## config.mk

```make
export PLATFORM = sky130hd
export DESIGN_NAME = rgm_top
export DESIGN_NICKNAME = d
export VERILOG_FILES = /design/src/design/rgm_pkg.sv /design/src/design/rgm_mask_timer.sv /design/src/design/rgm_top.sv
export SDC_FILE = /design/constraint.sdc
export NUM_CORES = 1
export LEC_CHECK = 0
export BUFFER_PORTS_ARGS = -buffer_cell sky130_fd_sc_hd__buf_2
export CORE_MARGIN = 2
export CORE_UTILIZATION = 57
export DETAILED_ROUTE_END_ITERATION = 16
export MAX_ROUTING_LAYER = met4
export PLACE_DENSITY = 0.95
export SKIP_LAST_GASP = 1
export SLEW_MARGIN = 0
export SYNTH_ARGS = -nofsm -noshare
export SYNTH_HDL_FRONTEND = slang
export SYNTH_SLANG_ARGS = --single-unit
```

## constraint.sdc

```tcl
create_clock -name CLK_SYS_I -period 4.1 [get_ports CLK_SYS_I]
set_clock_uncertainty 0.05 [all_clocks]
set_input_delay 0.41 -clock CLK_SYS_I [delete_from_list [all_inputs] [get_ports CLK_SYS_I]]
set_output_delay 0.41 -clock CLK_SYS_I [all_outputs]
set_load 0.01 [all_outputs]
```

## src/design/rgm_pkg.sv

```systemverilog
// Shared constants and types of the receive gain block
package rgm_pkg;
   // Register indices as printed; byte address is four times the index
   localparam logic [7:0]  IDX_FIRST_GAIN   = 8'h0c;
   localparam logic [7:0]  IDX_LATER_GAIN   = 8'h0d;
   localparam logic [7:0]  IDX_MASK_TIME    = 8'h0e;
   localparam logic [7:0]  IDX_COMMAND      = 8'h20;
   localparam logic [7:0]  IDX_MODE         = 8'h21;
   localparam logic [7:0]  IDX_STATUS       = 8'h22;
   localparam int          ADDR_W           = 12;
   // Reset values
   localparam logic [7:0]  RST_FIRST_GAIN   = 8'hd8;
   localparam logic [7:0]  RST_LATER_GAIN   = 8'h00;
   localparam logic [7:0]  RST_MASK_TIME    = 8'h08;
   localparam logic [7:0]  RST_MODE         = 8'h04;
   // First stage gain register fields
   localparam int          F1_AM_LSB        = 5;
   localparam int          F1_PM_LSB        = 2;
   localparam int          F1_CLIP          = 1;
   localparam int          F1_PRESET        = 0;
   // Later stage gain register fields
   localparam int          F2_AM_LSB        = 4;
   localparam int          F2_PM_LSB        = 0;
   // Command register bits (write one to fire)
   localparam int          CMD_SET_DEFAULT  = 0;
   localparam int          CMD_GAIN_RESET   = 1;
   // Mode register bits
   localparam int          MODE_BITRATE_DET = 0;
   localparam int          MODE_TYPEA_106   = 1;
   localparam int          MODE_DYN_SQUELCH = 2;
   // First stage code meaning
   localparam logic [2:0]  G1_FULL          = 3'h0;
   localparam logic [2:0]  G1_BOOST         = 3'h7;
   // Later stage code limits
   localparam logic [3:0]  G2_WIN_MAX       = 4'h4;
   localparam logic [3:0]  G2_CODE_MAX      = 4'ha;
   localparam logic [2:0]  G2_PRESET_CUT    = 3'h2;
   // Mask timer figures in carrier periods; minimum count in steps
   localparam int          MASK_STEP_FC     = 64;
   localparam int          MASK_SLOW_FC     = 512;
   localparam int          FDT_HALF_STEP_FC = 64;
   localparam logic [7:0]  MASK_MIN_STEPS   = 8'h04;
   localparam int          SQUELCH_START_FC = 256;
   // AXI responses
   localparam logic [1:0]  RESP_OKAY        = 2'h0;
   localparam logic [1:0]  RESP_SLVERR      = 2'h2;

   // Decoded first stage setting of one channel
   typedef struct packed {
      logic       boost;       // +5.5 dB boost active
      logic [2:0] cut_steps;   // 2.5 dB reduction steps, 0..6
   } rgm_first_s;

   // Decoded later stage setting of one channel
   typedef struct packed {
      logic [2:0] win_steps;   // Digitizer window widening, 3 dB steps
      logic [2:0] cut_steps;   // Second and third stage cut, 3 dB steps
   } rgm_later_s;
endpackage

```

## src/design/rgm_mask_timer.sv

```systemverilog
// Mask receive timer with dynamic squelch window
`timescale 1ns/1ps
`default_nettype none
module rgm_mask_timer (
   input  wire logic       clk_i,            // System clock
   input  wire logic       rst_i,            // Synchronous reset, active high
   input  wire logic       fc_tick_i,        // One pulse per carrier period
   input  wire logic       eot_i,            // End of transmission pulse
   input  wire logic [7:0] count_i,          // Programmed mask count
   input  wire logic       slow_i,           // Bit rate detection mode
   input  wire logic       typea_i,          // Type A 106 kbit/s reception
   input  wire logic       dyn_squelch_i,    // Dynamic squelch enable
   output logic            masked_o,         // Receiver output ignored
   output logic            squelch_o         // Squelch active
);
   localparam int          EW = 17;          // Holds 255 * 512 carrier periods

   logic          busy_reg;                  // Timer running
   logic          busy_next;
   logic [EW-1:0] elapsed_reg;               // Carrier periods since end of Tx
   logic [EW-1:0] elapsed_next;
   logic [EW-1:0] target_reg;                // Carrier periods to mask
   logic [7:0]    eff_count;                 // Count after minimum clamp
   logic [EW-1:0] target_calc;
   logic          expire;

   // Counts 0 to 4 all give the minimum of four steps
   assign eff_count = (count_i < rgm_pkg::MASK_MIN_STEPS) ? rgm_pkg::MASK_MIN_STEPS : count_i;
   // Step size: 64 fc, half frame-delay step for type A, 512 fc when detecting bit rate
   assign target_calc = slow_i ? EW'(32'(eff_count) * rgm_pkg::MASK_SLOW_FC)
                      : typea_i ? EW'(32'(eff_count) * rgm_pkg::FDT_HALF_STEP_FC)
                      : EW'(32'(eff_count) * rgm_pkg::MASK_STEP_FC);
   assign expire = busy_reg && fc_tick_i && (elapsed_reg + EW'(1) >= target_reg);

   // Restart on every end of Tx; release only on expiry
   assign busy_next = eot_i ? 1'b1 : (expire ? 1'b0 : busy_reg);
   assign elapsed_next = eot_i ? '0 : ((busy_reg && fc_tick_i) ? elapsed_reg + EW'(1) : elapsed_reg);

   // Timer state
   always_ff @(posedge clk_i) begin
      if (rst_i) begin
         busy_reg    <= 1'b0;
         elapsed_reg <= '0;
         target_reg  <= '0;
      end else begin
         busy_reg    <= busy_next;
         elapsed_reg <= elapsed_next;
         if (eot_i) begin
            target_reg <= target_calc;   // Count captured at end of Tx
         end
      end
   end

   assign masked_o  = busy_reg;
   // Squelch from 256 fc after end of Tx until the timer expires
   assign squelch_o = busy_reg && dyn_squelch_i && (elapsed_reg >= EW'(rgm_pkg::SQUELCH_START_FC));
endmodule
`default_nettype wire

```

## src/design/rgm_top.sv

```systemverilog
// Receive gain configuration and mask timer register bank with AXI4-Lite slave
//
// Decided for this implementation: the AXI4-Lite register port.
`timescale 1ns/1ps
`default_nettype none
module rgm_top (
   input  wire logic                  CLK_SYS_I,        // 200 MHz system clock
   input  wire logic                  SYS_RST_I,        // Synchronous reset, active high
   // AXI4-Lite write address
   input  wire logic                  S_AXI_AWVALID_I,
   output logic                       S_AXI_AWREADY_O,
   input  wire logic [11:0]           S_AXI_AWADDR_I,
   input  wire logic [2:0]            S_AXI_AWPROT_I,
   // AXI4-Lite write data
   input  wire logic                  S_AXI_WVALID_I,
   output logic                       S_AXI_WREADY_O,
   input  wire logic [31:0]           S_AXI_WDATA_I,
   input  wire logic [3:0]            S_AXI_WSTRB_I,
   // AXI4-Lite write response
   output logic                       S_AXI_BVALID_O,
   input  wire logic                  S_AXI_BREADY_I,
   output logic [1:0]                 S_AXI_BRESP_O,
   // AXI4-Lite read address
   input  wire logic                  S_AXI_ARVALID_I,
   output logic                       S_AXI_ARREADY_O,
   input  wire logic [11:0]           S_AXI_ARADDR_I,
   input  wire logic [2:0]            S_AXI_ARPROT_I,
   // AXI4-Lite read data
   output logic                       S_AXI_RVALID_O,
   input  wire logic                  S_AXI_RREADY_I,
   output logic [31:0]                S_AXI_RDATA_O,
   output logic [1:0]                 S_AXI_RRESP_O,
   // Receive path events, same clock domain
   input  wire logic                  FC_TICK_I,        // One pulse per carrier period
   input  wire logic                  TX_END_I,         // End of transmission pulse
   input  wire logic                  RX_OUT_I,         // Raw receiver output valid
   // Analog and receive path controls
   output rgm_pkg::rgm_first_s        AM_FIRST_GAIN_O,  // Decoded AM first stage
   output rgm_pkg::rgm_first_s        PM_FIRST_GAIN_O,  // Decoded PM first stage
   output logic                       CLIP_EN_O,        // Clip first and second stage
   output rgm_pkg::rgm_later_s        AM_LATER_GAIN_O,  // Loaded AM later stages
   output rgm_pkg::rgm_later_s        PM_LATER_GAIN_O,  // Loaded PM later stages
   output logic                       RX_MASKED_O,      // Receiver output ignored
   output logic                       RX_OUT_O,         // Receiver output after mask
   output logic                       SQUELCH_O         // Squelch active
);
   localparam int                ADDR_W     = rgm_pkg::ADDR_W;
   localparam logic [ADDR_W-1:0] ADDR_FIRST = ADDR_W'({rgm_pkg::IDX_FIRST_GAIN, 2'b00});
   localparam logic [ADDR_W-1:0] ADDR_LATER = ADDR_W'({rgm_pkg::IDX_LATER_GAIN, 2'b00});
   localparam logic [ADDR_W-1:0] ADDR_MASK  = ADDR_W'({rgm_pkg::IDX_MASK_TIME, 2'b00});
   localparam logic [ADDR_W-1:0] ADDR_CMD   = ADDR_W'({rgm_pkg::IDX_COMMAND, 2'b00});
   localparam logic [ADDR_W-1:0] ADDR_MODE  = ADDR_W'({rgm_pkg::IDX_MODE, 2'b00});
   localparam logic [ADDR_W-1:0] ADDR_STAT  = ADDR_W'({rgm_pkg::IDX_STATUS, 2'b00});

   // First stage code to boost flag and cut steps
   function automatic rgm_pkg::rgm_first_s decode_first(input logic [2:0] code);
      rgm_pkg::rgm_first_s r;
      r.boost     = (code == rgm_pkg::G1_BOOST);
      r.cut_steps = (code == rgm_pkg::G1_BOOST) ? rgm_pkg::G1_FULL : code;
      return r;
   endfunction

   // Later stage code to window and cut steps; unused codes clamp to the top code
   function automatic rgm_pkg::rgm_later_s decode_later(input logic [3:0] code, input logic preset);
      rgm_pkg::rgm_later_s r;
      logic [3:0] c;
      c = (code > rgm_pkg::G2_CODE_MAX) ? rgm_pkg::G2_CODE_MAX : code;
      if (preset) begin
         r.win_steps = rgm_pkg::G2_WIN_MAX[2:0];
         r.cut_steps = rgm_pkg::G2_PRESET_CUT;
      end else if (c <= rgm_pkg::G2_WIN_MAX) begin
         r.win_steps = c[2:0];
         r.cut_steps = 3'h0;
      end else begin
         r.win_steps = rgm_pkg::G2_WIN_MAX[2:0];
         r.cut_steps = 3'(c - rgm_pkg::G2_WIN_MAX);
      end
      return r;
   endfunction

   // Software visible registers
   logic [7:0]           first_gain_reg;      // First stage gains, clip, preset
   logic [7:0]           first_gain_next;
   logic [7:0]           later_gain_reg;      // Later stage gain codes as written
   logic [7:0]           later_gain_next;
   logic [7:0]           mask_time_reg;       // Mask count
   logic [7:0]           mask_time_next;
   logic [7:0]           mode_reg;            // Mode bits
   logic [7:0]           mode_next;
   // Later stage values in force in gain control logic and the status match bit
   logic [7:0]           later_live_reg;
   logic [7:0]           later_live_next;

   // Write channel state
   logic                 bvalid_reg;
   logic [1:0]           bresp_reg;
   logic                 wr_take;             // Address and data taken together
   logic [ADDR_W-1:0]    wr_addr;
   logic                 wr_lane0;            // Byte lane 0 enabled
   logic                 wr_hit_first;
   logic                 wr_hit_later;
   logic                 wr_hit_mask;
   logic                 wr_hit_cmd;
   logic                 wr_hit_mode;
   logic                 wr_hit_stat;
   logic                 wr_mapped;
   logic                 set_default;         // Set-default command pulse
   logic                 gain_reset;          // Gain-reset command pulse

   // Read channel state
   logic                 rvalid_reg;
   logic [31:0]          rdata_reg;
   logic [1:0]           rresp_reg;
   logic                 rd_take;
   logic [ADDR_W-1:0]    rd_addr;
   logic                 rd_mapped;
   logic [7:0]           rd_byte;
   logic [7:0]           status_byte;

   // Registered decoded outputs
   rgm_pkg::rgm_first_s  am_first_reg;
   rgm_pkg::rgm_first_s  pm_first_reg;
   logic                 clip_reg;
   rgm_pkg::rgm_later_s  am_later_reg;
   rgm_pkg::rgm_later_s  pm_later_reg;

   // Mask timer outputs
   logic                 masked;
   logic                 squelch;

   // Write side decode; both channels are taken in one cycle, so order never matters
   assign wr_take      = S_AXI_AWVALID_I && S_AXI_WVALID_I && !bvalid_reg;
   assign wr_addr      = {S_AXI_AWADDR_I[ADDR_W-1:2], 2'b00};
   assign wr_lane0     = S_AXI_WSTRB_I[0];
   assign wr_hit_first = (wr_addr == ADDR_FIRST);
   assign wr_hit_later = (wr_addr == ADDR_LATER);
   assign wr_hit_mask  = (wr_addr == ADDR_MASK);
   assign wr_hit_cmd   = (wr_addr == ADDR_CMD);
   assign wr_hit_mode  = (wr_addr == ADDR_MODE);
   assign wr_hit_stat  = (wr_addr == ADDR_STAT);
   assign wr_mapped    = wr_hit_first || wr_hit_later || wr_hit_mask
                      || wr_hit_cmd || wr_hit_mode || wr_hit_stat;

   // Command pulses fire for one cycle on a write of one
   assign set_default = wr_take && wr_hit_cmd && wr_lane0 && S_AXI_WDATA_I[rgm_pkg::CMD_SET_DEFAULT];
   assign gain_reset  = wr_take && wr_hit_cmd && wr_lane0 && S_AXI_WDATA_I[rgm_pkg::CMD_GAIN_RESET];

   // Next values except mode: set-default beats an ordinary write in the same cycle
   assign first_gain_next = set_default ? rgm_pkg::RST_FIRST_GAIN
                          : (wr_take && wr_hit_first && wr_lane0) ? S_AXI_WDATA_I[7:0] : first_gain_reg;
   assign later_gain_next = set_default ? rgm_pkg::RST_LATER_GAIN
                          : (wr_take && wr_hit_later && wr_lane0) ? S_AXI_WDATA_I[7:0] : later_gain_reg;
   assign mask_time_next  = set_default ? rgm_pkg::RST_MASK_TIME
                          : (wr_take && wr_hit_mask && wr_lane0) ? S_AXI_WDATA_I[7:0] : mask_time_reg;
   assign mode_next       = (wr_take && wr_hit_mode && wr_lane0) ? S_AXI_WDATA_I[7:0] : mode_reg;
   // Later gain codes reach the gain logic only at gain reset or set-default; a write alone leaves them
   assign later_live_next = set_default ? rgm_pkg::RST_LATER_GAIN
                          : gain_reset ? later_gain_reg : later_live_reg;

   // Configuration registers
   always_ff @(posedge CLK_SYS_I) begin
      if (SYS_RST_I) begin
         first_gain_reg <= rgm_pkg::RST_FIRST_GAIN;
         later_gain_reg <= rgm_pkg::RST_LATER_GAIN;
         mask_time_reg  <= rgm_pkg::RST_MASK_TIME;
         mode_reg       <= rgm_pkg::RST_MODE;
         later_live_reg <= rgm_pkg::RST_LATER_GAIN;
      end else begin
         first_gain_reg <= first_gain_next;
         later_gain_reg <= later_gain_next;
         mask_time_reg  <= mask_time_next;
         mode_reg       <= mode_next;
         later_live_reg <= later_live_next;
      end
   end

   // Write response; unmapped addresses answer with an error
   always_ff @(posedge CLK_SYS_I) begin
      if (SYS_RST_I) begin
         bvalid_reg <= 1'b0;
         bresp_reg  <= rgm_pkg::RESP_OKAY;
      end else if (wr_take) begin
         bvalid_reg <= 1'b1;
         bresp_reg  <= wr_mapped ? rgm_pkg::RESP_OKAY : rgm_pkg::RESP_SLVERR;
      end else if (S_AXI_BREADY_I) begin
         bvalid_reg <= 1'b0;
      end
   end

   assign S_AXI_AWREADY_O = wr_take;
   assign S_AXI_WREADY_O  = wr_take;
   assign S_AXI_BVALID_O  = bvalid_reg;
   assign S_AXI_BRESP_O   = bresp_reg;

   // Status shows block state: mask, squelch and whether the live later codes match the written ones
   assign status_byte = {2'b00, later_live_reg == later_gain_reg, 3'b000, squelch, masked};

   // Read side decode
   assign rd_take   = S_AXI_ARVALID_I && !rvalid_reg;
   assign rd_addr   = {S_AXI_ARADDR_I[ADDR_W-1:2], 2'b00};
   assign rd_mapped = (rd_addr == ADDR_FIRST) || (rd_addr == ADDR_LATER) || (rd_addr == ADDR_MASK)
                   || (rd_addr == ADDR_CMD) || (rd_addr == ADDR_MODE) || (rd_addr == ADDR_STAT);
   assign rd_byte   = (rd_addr == ADDR_FIRST) ? first_gain_reg
                    : (rd_addr == ADDR_LATER) ? later_gain_reg
                    : (rd_addr == ADDR_MASK)  ? mask_time_reg
                    : (rd_addr == ADDR_MODE)  ? mode_reg
                    : (rd_addr == ADDR_STAT)  ? status_byte
                    : 8'h00;   // Command register reads zero

   // Read data held until the master takes it
   always_ff @(posedge CLK_SYS_I) begin
      if (SYS_RST_I) begin
         rvalid_reg <= 1'b0;
         rdata_reg  <= 32'h0000_0000;
         rresp_reg  <= rgm_pkg::RESP_OKAY;
      end else if (rd_take) begin
         rvalid_reg <= 1'b1;
         rdata_reg  <= {24'h00_0000, rd_byte};
         rresp_reg  <= rd_mapped ? rgm_pkg::RESP_OKAY : rgm_pkg::RESP_SLVERR;
      end else if (S_AXI_RREADY_I) begin
         rvalid_reg <= 1'b0;
      end
   end

   assign S_AXI_ARREADY_O = rd_take;
   assign S_AXI_RVALID_O  = rvalid_reg;
   assign S_AXI_RDATA_O   = rdata_reg;
   assign S_AXI_RRESP_O   = rresp_reg;

   // Decoded gains registered so the analog controls never glitch
   always_ff @(posedge CLK_SYS_I) begin
      if (SYS_RST_I) begin
         am_first_reg <= '0;
         pm_first_reg <= '0;
         clip_reg     <= 1'b0;
         am_later_reg <= '0;
         pm_later_reg <= '0;
      end else begin
         am_first_reg <= decode_first(first_gain_reg[rgm_pkg::F1_AM_LSB +: 3]);
         pm_first_reg <= decode_first(first_gain_reg[rgm_pkg::F1_PM_LSB +: 3]);
         clip_reg     <= first_gain_reg[rgm_pkg::F1_CLIP];
         // Preset acts at once; host restarts the receiver after clearing it
         am_later_reg <= decode_later(later_live_reg[rgm_pkg::F2_AM_LSB +: 4],
                                      first_gain_reg[rgm_pkg::F1_PRESET]);
         pm_later_reg <= decode_later(later_live_reg[rgm_pkg::F2_PM_LSB +: 4],
                                      first_gain_reg[rgm_pkg::F1_PRESET]);
      end
   end

   assign AM_FIRST_GAIN_O = am_first_reg;
   assign PM_FIRST_GAIN_O = pm_first_reg;
   assign CLIP_EN_O       = clip_reg;
   assign AM_LATER_GAIN_O = am_later_reg;
   assign PM_LATER_GAIN_O = pm_later_reg;

   // Mask receive timer
   rgm_mask_timer u_mask (
      .clk_i         (CLK_SYS_I),
      .rst_i         (SYS_RST_I),
      .fc_tick_i     (FC_TICK_I),
      .eot_i         (TX_END_I),
      .count_i       (mask_time_reg),
      .slow_i        (mode_reg[rgm_pkg::MODE_BITRATE_DET]),
      .typea_i       (mode_reg[rgm_pkg::MODE_TYPEA_106]),
      .dyn_squelch_i (mode_reg[rgm_pkg::MODE_DYN_SQUELCH]),
      .masked_o      (masked),
      .squelch_o     (squelch)
   );

   // Receiver output is dropped while masked
   assign RX_MASKED_O = masked;
   assign RX_OUT_O    = RX_OUT_I && !masked;
   assign SQUELCH_O   = squelch;
endmodule
`default_nettype wire

```

**Word level (Yosys, flattened, before mapping)**

Cells that the tools add are included.

- $lt $le $gt $ge: 7
- Bitwise logic cells: 2
- Add/sub/neg operators: 3
- Reductions and logical operators: 44
- Eq/ne operators: 15
- Multiplexer cells: 21

Operators with widths:

| kind | number |
|---|---|
| $eq A10 B4 Y1 const B | 6 |
| $eq A10 B6 Y1 const B | 6 |
| $mux W8 | 5 |
| $mux W6 | 5 |
| $logic_and A1 B1 Y1 | 20 |
| $add A17 B1 Y17 const B | 1 |
| $ge A17 B17 Y1 | 1 |
| $ge A17 B9 Y1 const B | 1 |
| $mux W17 | 1 |
| $reduce_or A3 Y1 | 4 |
| $logic_or A1 B1 Y1 | 10 |
| $eq A8 B8 Y1 | 1 |
| $gt A4 B4 Y1 const B | 2 |
| $le A4 B3 Y1 const B | 2 |
| $lt A8 B3 Y1 const B | 1 |
| $mux W4 | 2 |
| $reduce_or A2 Y1 | 4 |
| $eq A3 B3 Y1 const B | 2 |
| $mux W1 | 6 |
| $reduce_bool A2 Y1 | 3 |
| $sub A3 B3 Y3 const B | 2 |
| $mux W2 | 2 |
| $logic_not A1 Y1 | 3 |
| $not A1 Y1 | 2 |

- Flip-flop bits (word level): 110
- Output and inout bits: 65
- Logic and storage cells: 118
- Bits of input ports: 76

**Logic depth before layout (Yosys ltp)**

- Depth after elaboration: 7
- Gate-level depth with buffers: 12
- Gate-level depth less buffers: 11

**Cells and area by module**

A second synthesis with hierarchy kept.

- Cells, all modules: 656
- Area total of the unflattened synthesis: 5,362.6 sq um

Modules (own cells, without submodules):

| module | cells each | area each (sq um) | seq. area each (sq um) | times used |
|---|---|---|---|---|
| rgm_top | 420 | 3,522.1 | 1,461.4 | 1 |
| rgm_mask_timer | 236 | 1,840.5 | 580.6 | 1 |

**Worst setup path after synthesis**

OpenSTA, ideal clock, no wires.

- Kind: register to register
- Start point: register u_mask.elapsed_reg[0]
- End point: register u_mask.busy_reg (netlist: u_mask.masked_o)
- Required time: 3.980 ns
- Stages on the path, launching flop included: 13
- Data arrival time: 2.440 ns
- Slack: 1.540 ns
- Path through: dfxtp_1 > ha_1 > clkbuf_1 > nand3_1 > nor2_1 > nand3_1 > xnor2_1 > ha_1 > a211o_1 > a21oi_1 > and3_1 > o311ai_0 > a21oi_1

- Word-level cells in the longest chain between the ends: 4

RTL lines:

| what | line | text |
|---|---|---|
| start: declaration | rgm_mask_timer.sv:20 | `logic [EW-1:0] elapsed_reg;` |
| start signal: assignment | rgm_mask_timer.sv:47 | `elapsed_reg <= elapsed_next;` |
| $add A17 B1 Y17 | rgm_mask_timer.sv:33 | `assign expire = busy_reg && fc_tick_i && (elapsed_reg + EW'(1) >= target_reg);` |
| $ge A17 B17 Y1 | rgm_mask_timer.sv:33 |  |
| $logic_and A1 B1 Y1 | rgm_mask_timer.sv:33 |  |
| $reduce_bool A2 Y1 (no source line) | n/a |  |
| end signal: assignment | rgm_mask_timer.sv:46 | `busy_reg <= busy_next;` |
| end: declaration | rgm_mask_timer.sv:18 | `logic busy_reg;` |

Every way passes these cells.
A chain may end at the register's enable or synchronous reset.

**Final worst setup path**

- Start point: register u_mask.elapsed_reg[6]
- End point: register u_mask.busy_reg (netlist: u_mask.masked_o)

Same word-level chain as after synthesis.

==> results.md <==
- The share of synthesized area in the top cell type comes to 40.0%.
- The total DRC errors in the routed layout is 0.
- Walking the worst path, the cells encountered are and4_1 > nand4_1 > nor3_1 > xor2_1 > ha_1 > nor2_1 > nor3b_1 > nand4_1 > o311ai_0 > a21oi_1.
- Counting stages on the worst path, the most repeated cell is sky130_fd_sc_hd__nand4_1.
- The library cell used most frequently in the layout, excluding fill and tap cells, is sky130_fd_sc_hd__dfxtp_1.
- The area enclosed by the die boundary is roughly 10000 um2.
- The startpoint identified for the worst register-to-register timing path is u_mask.elapsed_reg[6].
- The number of buffers added for setup after CTS is 0.
- The post-synthesis sequential element count is 102.
- The required arrival time at the worst endpoint is approximately 4300 ps.
- The headroom to the max-slew limit is roughly 45%.
- The transition time at the pin with the least slew margin is about 830 ps.
- By area the synthesized netlist is led by sky130_fd_sc_hd__dfxtp_1, sky130_fd_sc_hd__mux2i_1, sky130_fd_sc_hd__nor2_1.
- The share of the clock period used by the worst path is approximately 75%.
- The static leakage power is approximately 0.0026 uW.
- The kind of path behind the tightest hold check is in2reg.
- Power spread over the standard cell area amounts to approximately 330 nW/um2.
- The number of flops mapped to enable cells by yosys is 0.
- Counting tap cells, the placed design contains a total of around 750 instances.
- In this run the count of I/O pins placed on the die edge is 141.
- The power dissipated by switching net loads is 484 uW.
- Global routing used 25.3% of the available tracks across all layers.
- The floorplan die height is a little under 100 um.
- The total setup violations reported at the end of the flow is 0.
- For this run, asynchronously set or reset flops after synthesis account for 0%.
- The number of diodes added for antenna fixing is 0.
- For this run, the post-layout net count is between 700 and 800.
- The number of hold violations in the final report is 0.
- TritonCTS built the clock tree.
- The total of hold buffers inserted after clock tree synthesis is 0.
- The final wirelength is ~12,000 um.
- The biggest area contributor in the post-synthesis netlist is sky130_fd_sc_hd__dfxtp_1.
- The buffer cell driving the clock tree root is sky130_fd_sc_hd__clkbuf_8.
- The switching share of power is roughly a quarter.
- The final critical delay including setup and external delays is roughly 3100 ps.
- In this run the most critical hold path is launched from S_AXI_RREADY_I.
- The number of core rows is 34.
- Summing all non-filler instances in the final layout gives an area of ~5600 um2.
- Across the VDD grid, the largest voltage drop is around 0.16 mV.
- In this run, post-CTS repair resized a total of 0 instances.
- The maximum clock rate is approximately 0.33 GHz.
- The clock network burns a little under two fifths of the power.
- Summing all placed instances gives a cell area of approximately 5400 um2.
- The synthesis-to-layout area growth is 10.0%.
- The register-to-register setup slack is 1030 ps.
- The tightest hold path in the finished design has a slack of between 200 and 250 ps.
- The flip-flop count of the largest register, all copies and words added is 17.
- The via count of the routed design is between 4k and 5k.
- For this run, the detailed router's first-pass iteration total came to 5.
- The placeable core region is ~8700 um2.
- The number of library cell types mapped by synthesis is between 50 and 60.
- The fraction of layout instances using a drive strength above 1 is roughly 16%.
- The clock transition at the register clock pins on the worst setup and hold paths after CTS is ~100 ps.
- At the worst endpoint, the arrival time is 3290 ps.
- The max-slew violation count was 0.
- After synthesis, flip-flops and latches occupy 40.0% of the total area.
- CTS saw between 100 and 150 sinks.
- The congestion estimate from routability-driven global placement came to ~0.90.
- The DRC marker count from the first detailed-route iteration is between 400 and 500.
- Entering global routing, the biggest net connects 46 pins.
- The cell internal power dissipation is roughly 1300 uW.
- The nature of the critical path endpoint is a register.
- The most used flip-flop cell after synthesis is sky130_fd_sc_hd__dfxtp_1.
- The maximum fanout along the worst path is 9.
- The clock latency of the later-clocked register in the worst-skew pair is 390 ps.
- Setup repair after global routing left no endpoint under its margin.
- The number of instances on the worst hold path is 3.
- The global-route wire length before repair is between 15,000 and 20,000 um.
- Timing analysis after detailed placement gives a worst setup slack of 1160 ps.
- The chip width is 98.7 um.
- In the final routed layout, each cell accounts on average for ~16 um.
- The finished layout holds slightly below 800 standard cells, fillers aside.
- The cell with the largest stage delay on the worst path is sky130_fd_sc_hd__dfxtp_1.
- For hold timing, the worst endpoint is S_AXI_RVALID_O.
- The number of maximum-capacitance constraint violations is 0.
- The sum of negative setup slack is 0 ps.
- The number of global-route vias before repair is 4,083.
- The total of warnings raised by yosys is 0.
- The number of antenna violations at the first check in global routing is 0.
- After technology mapping, the gate count stands at ~600.
- The number of cells traversed by the worst register-to-register path is 10.
- The count of port buffers added during placement is 77.
- The TritonCTS buffer count is 9.
- In this run, the combinational gates consume 7.0% of the power.
- The classification of the worst setup path is reg2reg.
- The flow ran to the end, and the final reports show no timing, DRC or antenna violations.
- The endpoint of the lowest-slack register-to-register path is u_mask.masked_o.
- The sequential cell fraction of total power is a little under three fifths.
- The half-perimeter wire length after placement is 8930 um.
- The final global-route overflow total is 0.
- The H-tree depth reported by CTS is 3.
- The count of nets left with antenna violations after detail routing is 0.
- The ratio of routed vias to standard cells is 5.80.
- The synthesized area divided by synthesized cell count is between 8 and 9 um2.
- The largest incremental delay on the critical path is between 400 and 500 ps.
- The clock passes through at most 2 buffers.
- The synthesized area is slightly above 5000 um2.
- The library cells used most frequently in the layout, excluding fill and tap cells, are sky130_fd_sc_hd__dfxtp_1, sky130_fd_sc_hd__nor2_1, sky130_fd_sc_hd__buf_2, sky130_fd_sc_hd__mux2i_1, sky130_fd_sc_hd__nand2_1.
- The startpoint type of the worst setup path is a register.
- Once the floorplan was initialized, standard cells occupied between 50% and 60% of the core.
- The setup slack after layout is 1030 ps.
synth_stat cells (11+ instances only):
master and number:
sky130_fd_sc_hd__dfxtp_1 102, sky130_fd_sc_hd__nor2_1 94, sky130_fd_sc_hd__mux2i_1 42, sky130_fd_sc_hd__nand2_1 38, sky130_fd_sc_hd__a21oi_1 29, sky130_fd_sc_hd__buf_4 27, sky130_fd_sc_hd__clkbuf_1 23, sky130_fd_sc_hd__inv_1 23
sky130_fd_sc_hd__xnor2_1 21, sky130_fd_sc_hd__nor3_1 19, sky130_fd_sc_hd__nand2b_1 17, sky130_fd_sc_hd__nand3_1 15, sky130_fd_sc_hd__ha_1 14, sky130_fd_sc_hd__xor2_1 14, sky130_fd_sc_hd__a211oi_1 11
cell type report:
type	instances	area, um2
well taps	108	135
flip-flops and latches	102	2040
inverters	24	90.1
multi-input cells	440	2730
clock buffers	9	124
fillers	654	3100
repair buffers	79	400
clock inverters	7	97.6
metal layers:
metal,vias to the layer above,track usage [%],wire length (um)
met5,-,-,0
met1,2108,30.8,4950
met3,27,5.82,885
met4,0,10.5,308
met2,205,40.7,5860
li1,2120,-,-
logic make-up after synthesis:
| family | synth area share (%) |
|---|---|
| compound gates | 10.8 |
| xor+xnor | 6.00 |
| simple gates | 22.9 |
| fa+ha+maj | 3.63 |
| buf+inv | 8.43 |
| other cells | 0.0734 |
| flops | 40.0 |
| mux | 8.23 |
worst max path at each step:
stage                          startpoint              end  depth (start not counted)
floorplan           u_mask.elapsed_reg[0]  u_mask.masked_o                         12
global placement    u_mask.elapsed_reg[0]  u_mask.masked_o                         11
detailed placement  u_mask.elapsed_reg[6]  u_mask.masked_o                         10
CTS                 u_mask.elapsed_reg[6]  u_mask.masked_o                         10
global route        u_mask.elapsed_reg[6]  u_mask.masked_o                         10
finish              u_mask.elapsed_reg[6]  u_mask.masked_o                         10
critical path: cells and delay by family, from the launching register on:
kind            cells  cell delay [ps]
simple gates        6             1500
fa+ha+maj           1              210
flops               1              480
xor+xnor            1              220
compound gates      2              480
power groups by stage:
| stage | Sequential (uW) | Combinational (uW) | Clock, uW |
|---|---|---|---|
| 2_1_floorplan | 1030 | 95.1 | 0 |
| 3_3_place_gp | 1030 | 121 | 0 |
| 3_5_place_dp | 1030 | 127 | 0 |
| 4_1_cts | 1010 | 127 | 697 |
| 5_1_grt | 1010 | 142 | 736 |
| 6_report | 1010 | 129 | 696 |
per-stage QoR:
step                      power [uW]  utilization (%)
after global routing            1890             64.4
after CTS                       1830             64.4
after floorplan                 1130                -
after detailed placement        1160             61.9
after global placement          1150             61.9
final                           1830             64.4
Note: power is estimated with default switching activity, not from simulation.
